[src/verilog/sewp_pkg.sv]
// Purpose: shared constants and types of the write-protected serial eeprom
// Assumes: one system clock of 125 MHz samples the whole two-wire link
// Notes:   timing counts derive from the clock rate held here

package sewp_pkg;

   // ---------------------------------------------------------------
   // clock and timing
   // ---------------------------------------------------------------
   localparam int CLK_HZ        = 125_000_000;
   localparam int T_WR_US       = 5000;         // write cycle, microseconds
   // longest time, so rounding down is the safe side
   localparam int WR_CYCLES_DEF = T_WR_US * (CLK_HZ / 1_000_000);
   localparam int PROG_CNT_W    = 20;

   // ---------------------------------------------------------------
   // array geometry
   // ---------------------------------------------------------------
   localparam int ADDR_W  = 8;
   localparam int DATA_W  = 8;
   localparam int DEPTH   = 256;
   localparam int SEL_W   = 3;
   localparam int PAGE_W  = 4;
   localparam logic [DATA_W-1:0] ERASED = 8'hff;

   // ---------------------------------------------------------------
   // address word layout and control codes
   // ---------------------------------------------------------------
   localparam int CODE_MSB = 7;
   localparam int CODE_LSB = 4;
   localparam int SEL_MSB  = 3;
   localparam int SEL_LSB  = 1;
   localparam int RW_BIT   = 0;
   localparam int HALF_BIT = 7;                 // address bit of upper half
   localparam logic [3:0] CODE_ARRAY   = 4'ha;  // array access
   localparam logic [3:0] CODE_PROTECT = 4'h6;  // protect register
   localparam logic [3:0] LAST_BIT     = 4'h8;  // bits per byte
   localparam int BIT_CNT_W = 4;

   // ---------------------------------------------------------------
   // link sequencer states
   // ---------------------------------------------------------------
   typedef enum logic [2:0] {
      ST_IDLE  = 3'b000,
      ST_DEV   = 3'b001,
      ST_WADDR = 3'b010,
      ST_WDATA = 3'b011,
      ST_RDATA = 3'b100,
      ST_PROG  = 3'b101
   } sewp_state_type;

endpackage

[src/verilog/sewp_mem_if.sv]
// Purpose: carries array write and read traffic to the storage module
// Assumes: both ends on sys_clk
// Notes:   read data are registered, one cycle after the address
`timescale 1ns/100ps

interface sewp_mem_if;
   import sewp_pkg::*;
   logic              wr_en;
   logic [ADDR_W-1:0] wr_addr;
   logic [DATA_W-1:0] wr_data;
   logic [ADDR_W-1:0] rd_addr;
   logic [DATA_W-1:0] rd_data;

   modport ctrl (output wr_en, wr_addr, wr_data, rd_addr, input rd_data);
   modport mem  (input wr_en, wr_addr, wr_data, rd_addr, output rd_data);
endinterface

[src/verilog/sewp_mem.sv]
// Purpose: 256 x 8 storage array of the eeprom
// Assumes: one write port and one registered read port
// Notes:   no reset; contents stand for nonvolatile cells
`timescale 1ns/100ps

module sewp_mem (
   input wire logic sys_clk,   // system clock
   sewp_mem_if.mem  mem_port   // write and read traffic
);
   import sewp_pkg::*;

   // ---------------------------------------------------------------
   // storage
   // ---------------------------------------------------------------
   // cells never see rst_n, so data outlive a reset (see RL1)
   logic [DATA_W-1:0] store [DEPTH];

   // a fresh part reads as erased
   initial begin
      for (int i = 0; i < DEPTH; i++) begin
         store[i] = ERASED;
      end
   end

   // write port
   always_ff @(posedge sys_clk) begin
      if (mem_port.wr_en) begin
         store[mem_port.wr_addr] <= mem_port.wr_data;   // see RL1
      end
   end

   // read port, always enabled, registered output
   always_ff @(posedge sys_clk) begin
      mem_port.rd_data <= store[mem_port.rd_addr];
   end

endmodule

[src/verilog/sewp_sync.sv]
// Purpose: two-stage synchroniser for the link pins and straps
// Assumes: inputs are asynchronous to sys_clk
// Notes:   first stage feeds only the second stage
`timescale 1ns/100ps

module sewp_sync #(
   parameter int WIDTH = 1                   // number of lines
) (
   input  wire logic             sys_clk,    // system clock
   input  wire logic             rst_n,      // sync reset, active low
   input  wire logic [WIDTH-1:0] async_in,   // raw pin levels
   output logic      [WIDTH-1:0] sync_out    // synchronised levels
);

   // ---------------------------------------------------------------
   // two flip-flops per line
   // ---------------------------------------------------------------
   logic [WIDTH-1:0] stage1_reg;

   // resets to low, the same level the pin pull-downs give
   always_ff @(posedge sys_clk) begin
      if (!rst_n) begin
         stage1_reg <= '0;
         sync_out   <= '0;
      end else begin
         stage1_reg <= async_in;
         sync_out   <= stage1_reg;
      end
   end

endmodule

[src/verilog/sewp_top.sv]
// Purpose: two-wire serial eeprom, 256 x 8, with write protection
// Assumes: scl and sda sampled by sys_clk, far faster than the link
// Notes:   data bytes go to the array as each byte completes; the
//          programming time after stop is then spent as a busy window
`timescale 1ns/100ps

// How it works
// (RL1) array holds 256 bytes, 8-bit addressed
// (RL2) software protect, once set, never clears
// (RL3) soft protect blocks lower half only
// (RL4) protect pin high blocks all writes
// (RL5) no protection: every location writable
// (RL6) floating protect pin reads as low
// (RL7) sample on scl rise, drive on fall
// (RL8) sda only pulled low or released
// (RL9) three straps give the bus identity
// (RL10) respond only when select bits match straps
// (RL11) floating straps read as low
// (RL12) page write up to sixteen bytes
// (RL13) self-timed programming within 5 ms
// (RL14) protect status readable by acknowledge probe
// (RL15) codes 1010 array, 0110 protect register
// (RL16) no acknowledge for 0110 once protected
// (RL17) protected writes acknowledged, memory untouched
// (RL18) bus ignored during write cycle
// (RL19) protect state kept as nonvolatile
// (RL20) page write wraps low four bits
module sewp_top
   import sewp_pkg::*;
#(
   parameter int WR_CYCLES = sewp_pkg::WR_CYCLES_DEF  // write cycle clocks
) (
   input  wire logic sys_clk,            // system clock, 125 MHz
   input  wire logic rst_n,              // sync reset, active low
   input  wire logic scl_pin,            // serial clock from controller
   input  wire logic sda_in,             // serial data line level
   output logic      sda_out,            // serial data drive value
   output logic      sda_oe,             // high while pulling sda low
   input  wire logic select_strap_bit2,  // bus identity strap, msb
   input  wire logic select_strap_bit1,  // bus identity strap
   input  wire logic select_strap_bit0,  // bus identity strap, lsb
   input  wire logic write_protect_pin   // high inhibits all writes
);
   import sewp_pkg::*;

   // ---------------------------------------------------------------
   // helper functions
   // ---------------------------------------------------------------
   // next address inside the same page
   function automatic logic [ADDR_W-1:0] page_next(
      input logic [ADDR_W-1:0] a);
      page_next = {a[ADDR_W-1:PAGE_W], a[PAGE_W-1:0] + 4'h1};
   endfunction

   // array write permission from both protections
   function automatic logic write_ok(input logic [ADDR_W-1:0] a,
                                     input logic wp,
                                     input logic swp);
      write_ok = !wp && !(swp && !a[HALF_BIT]); // see RL3, RL4, RL5
   endfunction

   // ---------------------------------------------------------------
   // pin synchronisation and edge detection
   // ---------------------------------------------------------------
   logic [5:0]         pins_s;
   logic               scl_s;
   logic               sda_s;
   logic               wp_s;
   logic [SEL_W-1:0]   strap_s;
   logic               scl_d_reg;
   logic               sda_d_reg;
   logic               scl_rise;
   logic               scl_fall;
   logic               start_evt;
   logic               stop_evt;

   sewp_sync #(
      .WIDTH (6)
   ) u_sync (
      .sys_clk  (sys_clk),
      .rst_n    (rst_n),
      .async_in ({write_protect_pin, select_strap_bit2, select_strap_bit1,
                  select_strap_bit0, sda_in, scl_pin}),
      .sync_out (pins_s)
   );

   // floating strap and protect pins arrive low through the pad pull-downs
   assign scl_s   = pins_s[0];
   assign sda_s   = pins_s[1];
   assign strap_s = pins_s[4:2];   // see RL9, RL11
   assign wp_s    = pins_s[5];     // see RL6

   // delayed copies for edge finding
   always_ff @(posedge sys_clk) begin
      if (!rst_n) begin
         scl_d_reg <= 1'b0;
         sda_d_reg <= 1'b1;
      end else begin
         scl_d_reg <= scl_s;
         sda_d_reg <= sda_s;
      end
   end

   // start and stop are sda moves while scl stays high
   assign scl_rise  = scl_s && !scl_d_reg;   // see RL7
   assign scl_fall  = !scl_s && scl_d_reg;   // see RL7
   assign start_evt = scl_s && scl_d_reg && sda_d_reg && !sda_s;
   assign stop_evt  = scl_s && scl_d_reg && !sda_d_reg && sda_s;

   // ---------------------------------------------------------------
   // state
   // ---------------------------------------------------------------
   sewp_state_type         state_reg;
   sewp_state_type         nxt_state_reg;
   sewp_state_type         nxt_state_next;
   logic [BIT_CNT_W-1:0]   bit_cnt_reg;
   logic                   ack_phase_reg;
   logic [DATA_W-1:0]      shift_reg;
   logic [ADDR_W-1:0]      addr_reg;
   logic                   protect_mode_reg;
   logic                   data_seen_reg;
   logic                   master_nack_reg;
   logic                   sda_oe_reg;
   logic                   ack_next;
   logic                   byte_evt;
   logic                   rd_byte_evt;
   logic                   wr_commit;
   logic                   prog_done;
   logic [PROG_CNT_W-1:0]  prog_cnt_reg;
   logic                   swp_reg = 1'b0;   // unprogrammed part, see RL19
   sewp_mem_if             mem_bus ();

   // a received byte is complete at the fall after its eighth bit
   assign byte_evt    = scl_fall && !ack_phase_reg &&
                        bit_cnt_reg == LAST_BIT &&
                        (state_reg == ST_DEV || state_reg == ST_WADDR ||
                         state_reg == ST_WDATA);
   assign rd_byte_evt = scl_fall && !ack_phase_reg &&
                        bit_cnt_reg == LAST_BIT && state_reg == ST_RDATA;
   assign wr_commit   = stop_evt && state_reg == ST_WDATA && data_seen_reg;
   assign prog_done   = state_reg == ST_PROG && prog_cnt_reg == '0;

   // ---------------------------------------------------------------
   // byte decision: acknowledge and following state
   // ---------------------------------------------------------------
   always_comb begin
      ack_next       = 1'b0;
      nxt_state_next = ST_IDLE;
      unique case (state_reg)
         ST_DEV: begin
            // identity must match the straps (see RL10)
            if (shift_reg[SEL_MSB:SEL_LSB] == strap_s) begin
               if (shift_reg[CODE_MSB:CODE_LSB] == CODE_ARRAY) begin
                  ack_next       = 1'b1;                        // see RL15
                  nxt_state_next = shift_reg[RW_BIT] ? ST_RDATA : ST_WADDR;
               end else if (shift_reg[CODE_MSB:CODE_LSB] == CODE_PROTECT
                            && !swp_reg) begin
                  // probe answer shows protect status (see RL14, RL16)
                  ack_next       = 1'b1;
                  nxt_state_next = shift_reg[RW_BIT] ? ST_IDLE : ST_WADDR;
               end
            end
         end
         ST_WADDR: begin
            ack_next       = 1'b1;
            nxt_state_next = ST_WDATA;
         end
         ST_WDATA: begin
            // acknowledged even when protected (see RL17)
            ack_next       = 1'b1;
            nxt_state_next = ST_WDATA;
         end
         ST_IDLE, ST_RDATA, ST_PROG: begin
            ack_next       = 1'b0;
            nxt_state_next = ST_IDLE;
         end
         default: begin
            ack_next       = 1'b0;
            nxt_state_next = ST_IDLE;
         end
      endcase
   end

   // ---------------------------------------------------------------
   // link sequencer
   // ---------------------------------------------------------------
   // the busy window comes first so nothing on the bus reaches it
   always_ff @(posedge sys_clk) begin
      if (!rst_n) begin
         state_reg        <= ST_IDLE;
         nxt_state_reg    <= ST_IDLE;
         bit_cnt_reg      <= '0;
         ack_phase_reg    <= 1'b0;
         shift_reg        <= '0;
         sda_oe_reg       <= 1'b0;
         protect_mode_reg <= 1'b0;
         data_seen_reg    <= 1'b0;
         master_nack_reg  <= 1'b0;
      end else if (state_reg == ST_PROG) begin
         sda_oe_reg <= 1'b0;                         // see RL18
         if (prog_done) begin
            state_reg <= ST_IDLE;                    // see RL13
         end
      end else if (start_evt) begin
         state_reg     <= ST_DEV;
         bit_cnt_reg   <= '0;
         ack_phase_reg <= 1'b0;
         sda_oe_reg    <= 1'b0;
         data_seen_reg <= 1'b0;
      end else if (stop_evt) begin
         state_reg     <= wr_commit ? ST_PROG : ST_IDLE;
         ack_phase_reg <= 1'b0;
         sda_oe_reg    <= 1'b0;
      end else if (state_reg != ST_IDLE && scl_rise) begin
         // incoming data taken on the rising edge (see RL7)
         if (!ack_phase_reg && bit_cnt_reg != LAST_BIT) begin
            bit_cnt_reg <= bit_cnt_reg + 4'h1;
            if (state_reg != ST_RDATA) begin
               shift_reg <= {shift_reg[DATA_W-2:0], sda_s};
            end
         end else if (ack_phase_reg && state_reg == ST_RDATA) begin
            master_nack_reg <= sda_s;
         end
      end else if (state_reg != ST_IDLE && scl_fall) begin
         if (byte_evt) begin
            ack_phase_reg <= 1'b1;
            sda_oe_reg    <= ack_next;
            nxt_state_reg <= nxt_state_next;
            if (state_reg == ST_DEV) begin
               protect_mode_reg <=
                  shift_reg[CODE_MSB:CODE_LSB] == CODE_PROTECT;
            end
            if (state_reg == ST_WDATA) begin
               data_seen_reg <= 1'b1;
            end
         end else if (rd_byte_evt) begin
            // let go so the controller can acknowledge
            ack_phase_reg <= 1'b1;
            sda_oe_reg    <= 1'b0;
            nxt_state_reg <= ST_RDATA;
         end else if (ack_phase_reg) begin
            ack_phase_reg <= 1'b0;
            bit_cnt_reg   <= '0;
            if (nxt_state_reg == ST_RDATA &&
                !(state_reg == ST_RDATA && master_nack_reg)) begin
               state_reg  <= ST_RDATA;
               shift_reg  <= mem_bus.rd_data;
               sda_oe_reg <= !mem_bus.rd_data[DATA_W-1];
            end else begin
               state_reg  <= (state_reg == ST_RDATA) ? ST_IDLE
                                                      : nxt_state_reg;
               sda_oe_reg <= 1'b0;
            end
         end else if (state_reg == ST_RDATA) begin
            // next outgoing bit changes on the falling edge
            shift_reg  <= {shift_reg[DATA_W-2:0], 1'b0};
            sda_oe_reg <= !shift_reg[DATA_W-2];
         end
      end
   end

   // ---------------------------------------------------------------
   // address pointer
   // ---------------------------------------------------------------
   // reads roll over the whole array, writes stay inside the page
   always_ff @(posedge sys_clk) begin
      if (!rst_n) begin
         addr_reg <= '0;
      end else if (byte_evt && state_reg == ST_WADDR) begin
         addr_reg <= shift_reg;                        // see RL1
      end else if (byte_evt && state_reg == ST_WDATA) begin
         addr_reg <= page_next(addr_reg);              // see RL12, RL20
      end else if (rd_byte_evt) begin
         addr_reg <= addr_reg + 8'h01;
      end
   end

   // ---------------------------------------------------------------
   // array write port
   // ---------------------------------------------------------------
   // blocked bytes still advance the pointer, memory stays as it was
   always_ff @(posedge sys_clk) begin
      if (!rst_n) begin
         mem_bus.wr_en   <= 1'b0;
         mem_bus.wr_addr <= '0;
         mem_bus.wr_data <= '0;
      end else begin
         mem_bus.wr_en   <= byte_evt && state_reg == ST_WDATA &&
                            !protect_mode_reg &&
                            write_ok(addr_reg, wp_s, swp_reg); // see RL3-5
         mem_bus.wr_addr <= addr_reg;
         mem_bus.wr_data <= shift_reg;
      end
   end

   assign mem_bus.rd_addr = addr_reg;

   sewp_mem u_mem (
      .sys_clk  (sys_clk),
      .mem_port (mem_bus)
   );

   // ---------------------------------------------------------------
   // software protect flag and write cycle timer
   // ---------------------------------------------------------------
   // no reset on purpose: the flag stands for a fused cell
   always_ff @(posedge sys_clk) begin
      if (wr_commit && protect_mode_reg && !wp_s) begin
         swp_reg <= 1'b1;                              // see RL2, RL19
      end
   end

   // self-timed cycle; also spent when every byte was refused
   always_ff @(posedge sys_clk) begin
      if (!rst_n) begin
         prog_cnt_reg <= '0;
      end else if (wr_commit) begin
         prog_cnt_reg <= PROG_CNT_W'(WR_CYCLES - 1);   // see RL13
      end else if (prog_cnt_reg != '0) begin
         prog_cnt_reg <= prog_cnt_reg - 20'h0_0001;
      end
   end

   // open drain: the only value ever driven is low
   assign sda_out = 1'b0;                              // see RL8
   assign sda_oe  = sda_oe_reg;
endmodule
[config.mk]
export PLATFORM = sky130hd
export DESIGN_NAME = sewp_top
export DESIGN_NICKNAME = d
export VERILOG_FILES = /design/src/verilog/sewp_pkg.sv /design/src/verilog/sewp_mem_if.sv /design/src/verilog/sewp_mem.sv /design/src/verilog/sewp_sync.sv /design/src/verilog/sewp_top.sv
export SDC_FILE = /design/constraint.sdc
export NUM_CORES = 2
export LEC_CHECK = 0
export BUFFER_PORTS_ARGS = -buffer_cell sky130_fd_sc_hd__buf_2
export CAP_MARGIN = 15
export CORE_ASPECT_RATIO = 0.7
export CORE_MARGIN = 3
export CORE_UTILIZATION = 55
export DETAILED_ROUTE_END_ITERATION = 8
export PLACE_DENSITY_LB_ADDON = 0.25
export RECOVER_POWER = 50
export REMOVE_ABC_BUFFERS = 1
export SLEW_MARGIN = 20
export SYNTH_ARGS = -nofsm -noshare
export SYNTH_HDL_FRONTEND = slang
export SYNTH_SLANG_ARGS = --single-unit
[constraint.sdc]
create_clock -name sys_clk -period 13.3 [get_ports sys_clk]
set_clock_uncertainty 0.2 [all_clocks]
set_input_delay 2.66 -clock sys_clk [delete_from_list [all_inputs] [get_ports sys_clk]]
set_output_delay 2.66 -clock sys_clk [all_outputs]
set_load 0.05 [all_outputs]
### Word-level counts from Yosys, hierarchy flattened

Memory sizes are Yosys's and may differ from the RTL's. A register that Yosys moved wholly into a read port is not among the register bits.
Index checks and enable logic that the tools add are counted.

* logic and storage cells: 189
* memories kept: 1
* register bits after elaboration: 82
* output and inout port bits: 2
* bits in writable memories: 2048

Memories
* u_mem.store: depth 256, width 8, read ports 1, clocked after Yosys merged registers in 1, wr ports 1, line sewp_mem.sv:16 `logic [DATA_W-1:0] store [DEPTH];`

* reductions and logical operators: 68
* mux-type cells: 62
* equality and inequality tests: 28
* bitwise logic cells: 6
* $add $sub $neg: 4

Operator list (number)
* 8-bit two-way mux: 12
* 3-bit two-way mux: 17
* 20-bit two-way mux: 2
* 4-bit two-way mux: 8
* 1-bit logical AND: 25
* 6-bit AND reduction: 4
* 1-bit two-way mux: 21
* 20-bit logical NOT: 1
* 20-bit nonzero test: 1
* 20-bit by 1-bit subtractor with 20-bit output (second input constant): 1
* 3-bit nonzero test: 6
* 7-bit AND reduction: 2
* 2-bit nonzero test: 7
* 4-bit nonzero test: 3
* 1-bit logical NOT: 10
* 10-bit AND reduction: 1
* 3-bit equality test (second input constant): 3
* 3-bit by 2-bit inequality test with 1-bit output (second input constant): 3
* 4-bit by 1-bit adder with 4-bit output (second input constant): 2
* 8-bit by 1-bit adder with 8-bit output (second input constant): 1
* 4-bit equality test (second input constant): 2
* 2-bit by 1-bit inequality test with 1-bit output (second input constant): 4
* 2-bit inequality test (second input constant): 4
* 4-bit by 3-bit inequality test with 1-bit output (second input constant): 2
* other kinds (15): 26

### Logic depth before layout (Yosys ltp)

* depth in word-level cells: 13
* depth in mapped cells: 13
* depth with buffers taken out: 9

### By module

Synthesis repeated with hierarchy kept, for this count alone.

* cells, all modules: 4168
* area total of the unflattened synthesis: 83436.3 µm²

By module, submodules not included
* sewp_mem: cells an instance 3733, seq. area each 61659.1 µm², instances 1, area each 79556.3 µm²
* sewp_top: cells an instance 410, seq. area each 1401.3 µm², instances 1, area each 3543.4 µm²
* sewp_sync: cells an instance 25, seq. area each 240.2 µm², instances 1, area each 336.6 µm²

### Least setup slack after synthesis

No wires, ideal clock.

* kind: reg2reg
* start: register mem_bus.wr_data[0]
* end: memory u_mem.store[0][0] (data pin)
* arrival time: 3382 ps
* cell stages (with the launch flop): 1
* setup slack: 8866 ps
* path buffers: 0
* clock period less this slack: 4434 ps
* cells stage by stage: dfxtp_1

RTL lines
* start: declaration: line sewp_mem_if.sv:10 `logic [DATA_W-1:0] wr_data;`
* start signal: assignment: line sewp_top.sv:292 `mem_bus.wr_data <= shift_reg;`
* end: declaration: line sewp_mem.sv:16

No word-level cell before the write port.

### Worst setup path in the final report

* start: register mem_bus.wr_data[3]
* end: memory u_mem.store[156][3] (data pin)

No word-level cell before the write port.

==> flow_metrics.tcl <==
set metrics [dict create \
    grt.overflow.total 0 \
    post-cts-setup-buffers 0 \
    status "complete, but fails checks" \
    worst_ep_arrival_time_ns 7.20 \
    slew_headroom_pct -216 \
    routedWlPerCell_um 33.6 \
    clk_pin_slew_ns 0.06 \
    cts_tree "built" \
    holdPathStages 1 \
    cts.sinks 2138 \
    r2r_start "mem_bus.wr_data[3]" \
    drc 0 \
    dp_cells 6064 \
    power_density_nw_per_um2 139 \
    required_ns 13.09 \
    drive_above_1_share_pct 18.1 \
    core_area_um2 151000 \
    antenna_found_initial 6 \
    ant_nets 0 \
    grt_pass1_wl_um 311000 \
    finalHoldViolCount 0 \
    h-tree-depth 4 \
    root_buffer "clkbuf_16" \
    startpoint "mem_bus.wr_data[3]" \
    criticalPathCategory "flop to flop" \
    drt-pass1-iter-count 6 \
    p_leak_nw 26.2 \
    setup_viol 0 \
    die_y_um 332 \
    ys_seq_elements 2138 \
    rsz0062_at_grt "false" \
    vdd.ir_drop.worst_mv 0.143 \
    grt_pass1_vias 41700 \
    track_usage_pct 27.7 \
    cts_hold_buf 0 \
    wl_um 216000 \
    cts_buffers 191 \
    critPathMaxFanout 100 \
    ys_warn_count 0 \
    place_congestion 0.878 \
    layout_commonest_cell "edfxtp_1" \
    first_iter_violations 6600 \
    grt_max_degree 193 \
    rrSetupSlack_ns 5.89 \
    place_area_um2 85400 \
    hpwl_um 126000 \
    synth-edff-count 2048 \
    worst_setup_path_end_kind "flop" \
    syn_avg_cell_area_um2 19.7 \
    drv_slew 1569 \
    r2r_end "u_mem.store[156][3]" \
    io_buffers 8 \
    drv_cap 23 \
    ios 10 \
    yosysUniqueCellTypes 75 \
    fmax_ghz 0.135 \
    syn_inst 4245 \
    final_cell_mix "edfxtp_1 (2048), mux4_2 (433), nor2_1 (351)" \
    yosysSeqAreaShare_pct 75.7 \
    start_kind "flop" \
    die_w_um 472 \
    fin_nets 4276 \
    num_vias 43300 \
    yosys_most_used_dff "edfxtp_1" \
    num_rows 119 \
    critPathCapture "u_mem.store[156][3]" \
    final_cell_area_um2 91200 \
    async_flop_share_pct 0 \
    die_area_um2 157000 \
    min_period_ns 7.41 \
    clockBufferDepth 3 \
    cts_resized 0 \
    initial_utilization_pct 55.5 \
    via_per_inst 6.75 \
    violations "capacitance limit, slew limit" \
    area_delta_synth_final_pct 9.11 \
    reg2reg_depth 2 \
    holdWs_ns 0.231 \
    post-route-util_pct 60.5 \
    instances_no_fill 6424 \
    worst_pin_slew_ns 4.73 \
    insertion_delay_ns 0.82 \
    syn_area_um2 83600 \
    largest_register_ffs 2048 \
    hp-class "flop to flop" \
    min_period_over_period_pct 55.7 \
]
worst max-delay path, stage by stage (launching register included):
cell and delay (ns):
dfxtp_1 1.35, clkbuf_1 1.80, clkbuf_1 3.09
through the flow:
step	power (W)	setup TNS, ns	setup WS (ns)
after floorplan	0.00757	-153.51	-12.25
after global placement	0.00760	0	8.28
after detailed placement	0.00760	0	8.44
after CTS	0.0127	0	8.39
after global routing	0.0130	0	5.33
final	0.0127	0	5.89
power breakdown:
| group | internal, W | total (W) | switching, W |
|---|---|---|---|
| clock network | 0.00283 | 0.00522 | 0.00239 |
| logic | 0.0000719 | 0.000159 | 0.0000876 |
| registers | 0.00728 | 0.00730 | 0.0000227 |
| total | 0.0102 | 0.0127 | 0.00250 |
area by class of cell:
cell class | count | area (µm²)
flip-flops and latches | 2138 | 63300
fillers | 10600 | 59500
multi-input cells | 1828 | 18800
clock buffers | 270 | 5310
well taps | 1996 | 2500
repair buffers | 87 | 733
clock inverters | 84 | 474
inverters | 17 | 68.8
diodes | 4 | 10.0
cell usage after synthesis, types with 18 or more instances:
library cell,instances,area [µm²]
nor3_1,28,140
buf_6,25,282
nand2_1,118,443
and2_1,26,163
o21ai_0,71,355
nor2_1,360,1350
dfxtp_1,90,1800
nor2b_1,19,119
clkbuf_1,118,443
a221oi_1,53,464
buf_2,56,280
mux2_2,19,214
o22ai_1,39,244
o221ai_1,39,342
mux2i_1,250,2500
a22oi_1,27,203
edfxtp_1,2048,61500
nand3_1,34,170
nand4_1,18,113
buf_4,43,323
mux4_2,433,9750
a211oi_1,33,248
a21oi_1,92,460
cells by family (layout without fill, tap and decap cells):
family	after synthesis	after routing	share of synthesized area [%]
AO/OA/AOI/OAI	435	435	3.55
other	1	5	0.00449
adder cells (fa/ha/maj)	5	5	0.0749
XOR/XNOR	20	20	0.210
multiplexers	702	702	14.9
flip-flops	2138	2138	75.7
AND/OR/NAND/NOR	665	665	3.60
buffers and inverters	279	458	1.89
worst min path at each step:
stage                               to                  from
floorplan           u_sync.sync_out[0]  u_sync.stage1_reg[0]
global placement    u_sync.sync_out[3]  u_sync.stage1_reg[3]
detailed placement  u_sync.sync_out[3]  u_sync.stage1_reg[3]
CTS                 u_sync.sync_out[3]  u_sync.stage1_reg[3]
global route        u_sync.sync_out[4]  u_sync.stage1_reg[4]
finish              u_sync.sync_out[3]  u_sync.stage1_reg[3]
layer usage:
| metal | up-vias | share of wire, % | track usage, % |
|---|---|---|---|
| li1 | 17400 | - | - |
| met1 | 22800 | 42 | 43.3 |
| met5 | - | 0.019 | 0 |
| met4 | 6 | 2.9 | 8.09 |
| met3 | 420 | 13 | 8.45 |
| met2 | 2723 | 43 | 37.9 |
No activity file was read; power rests on OpenSTA's default activity.
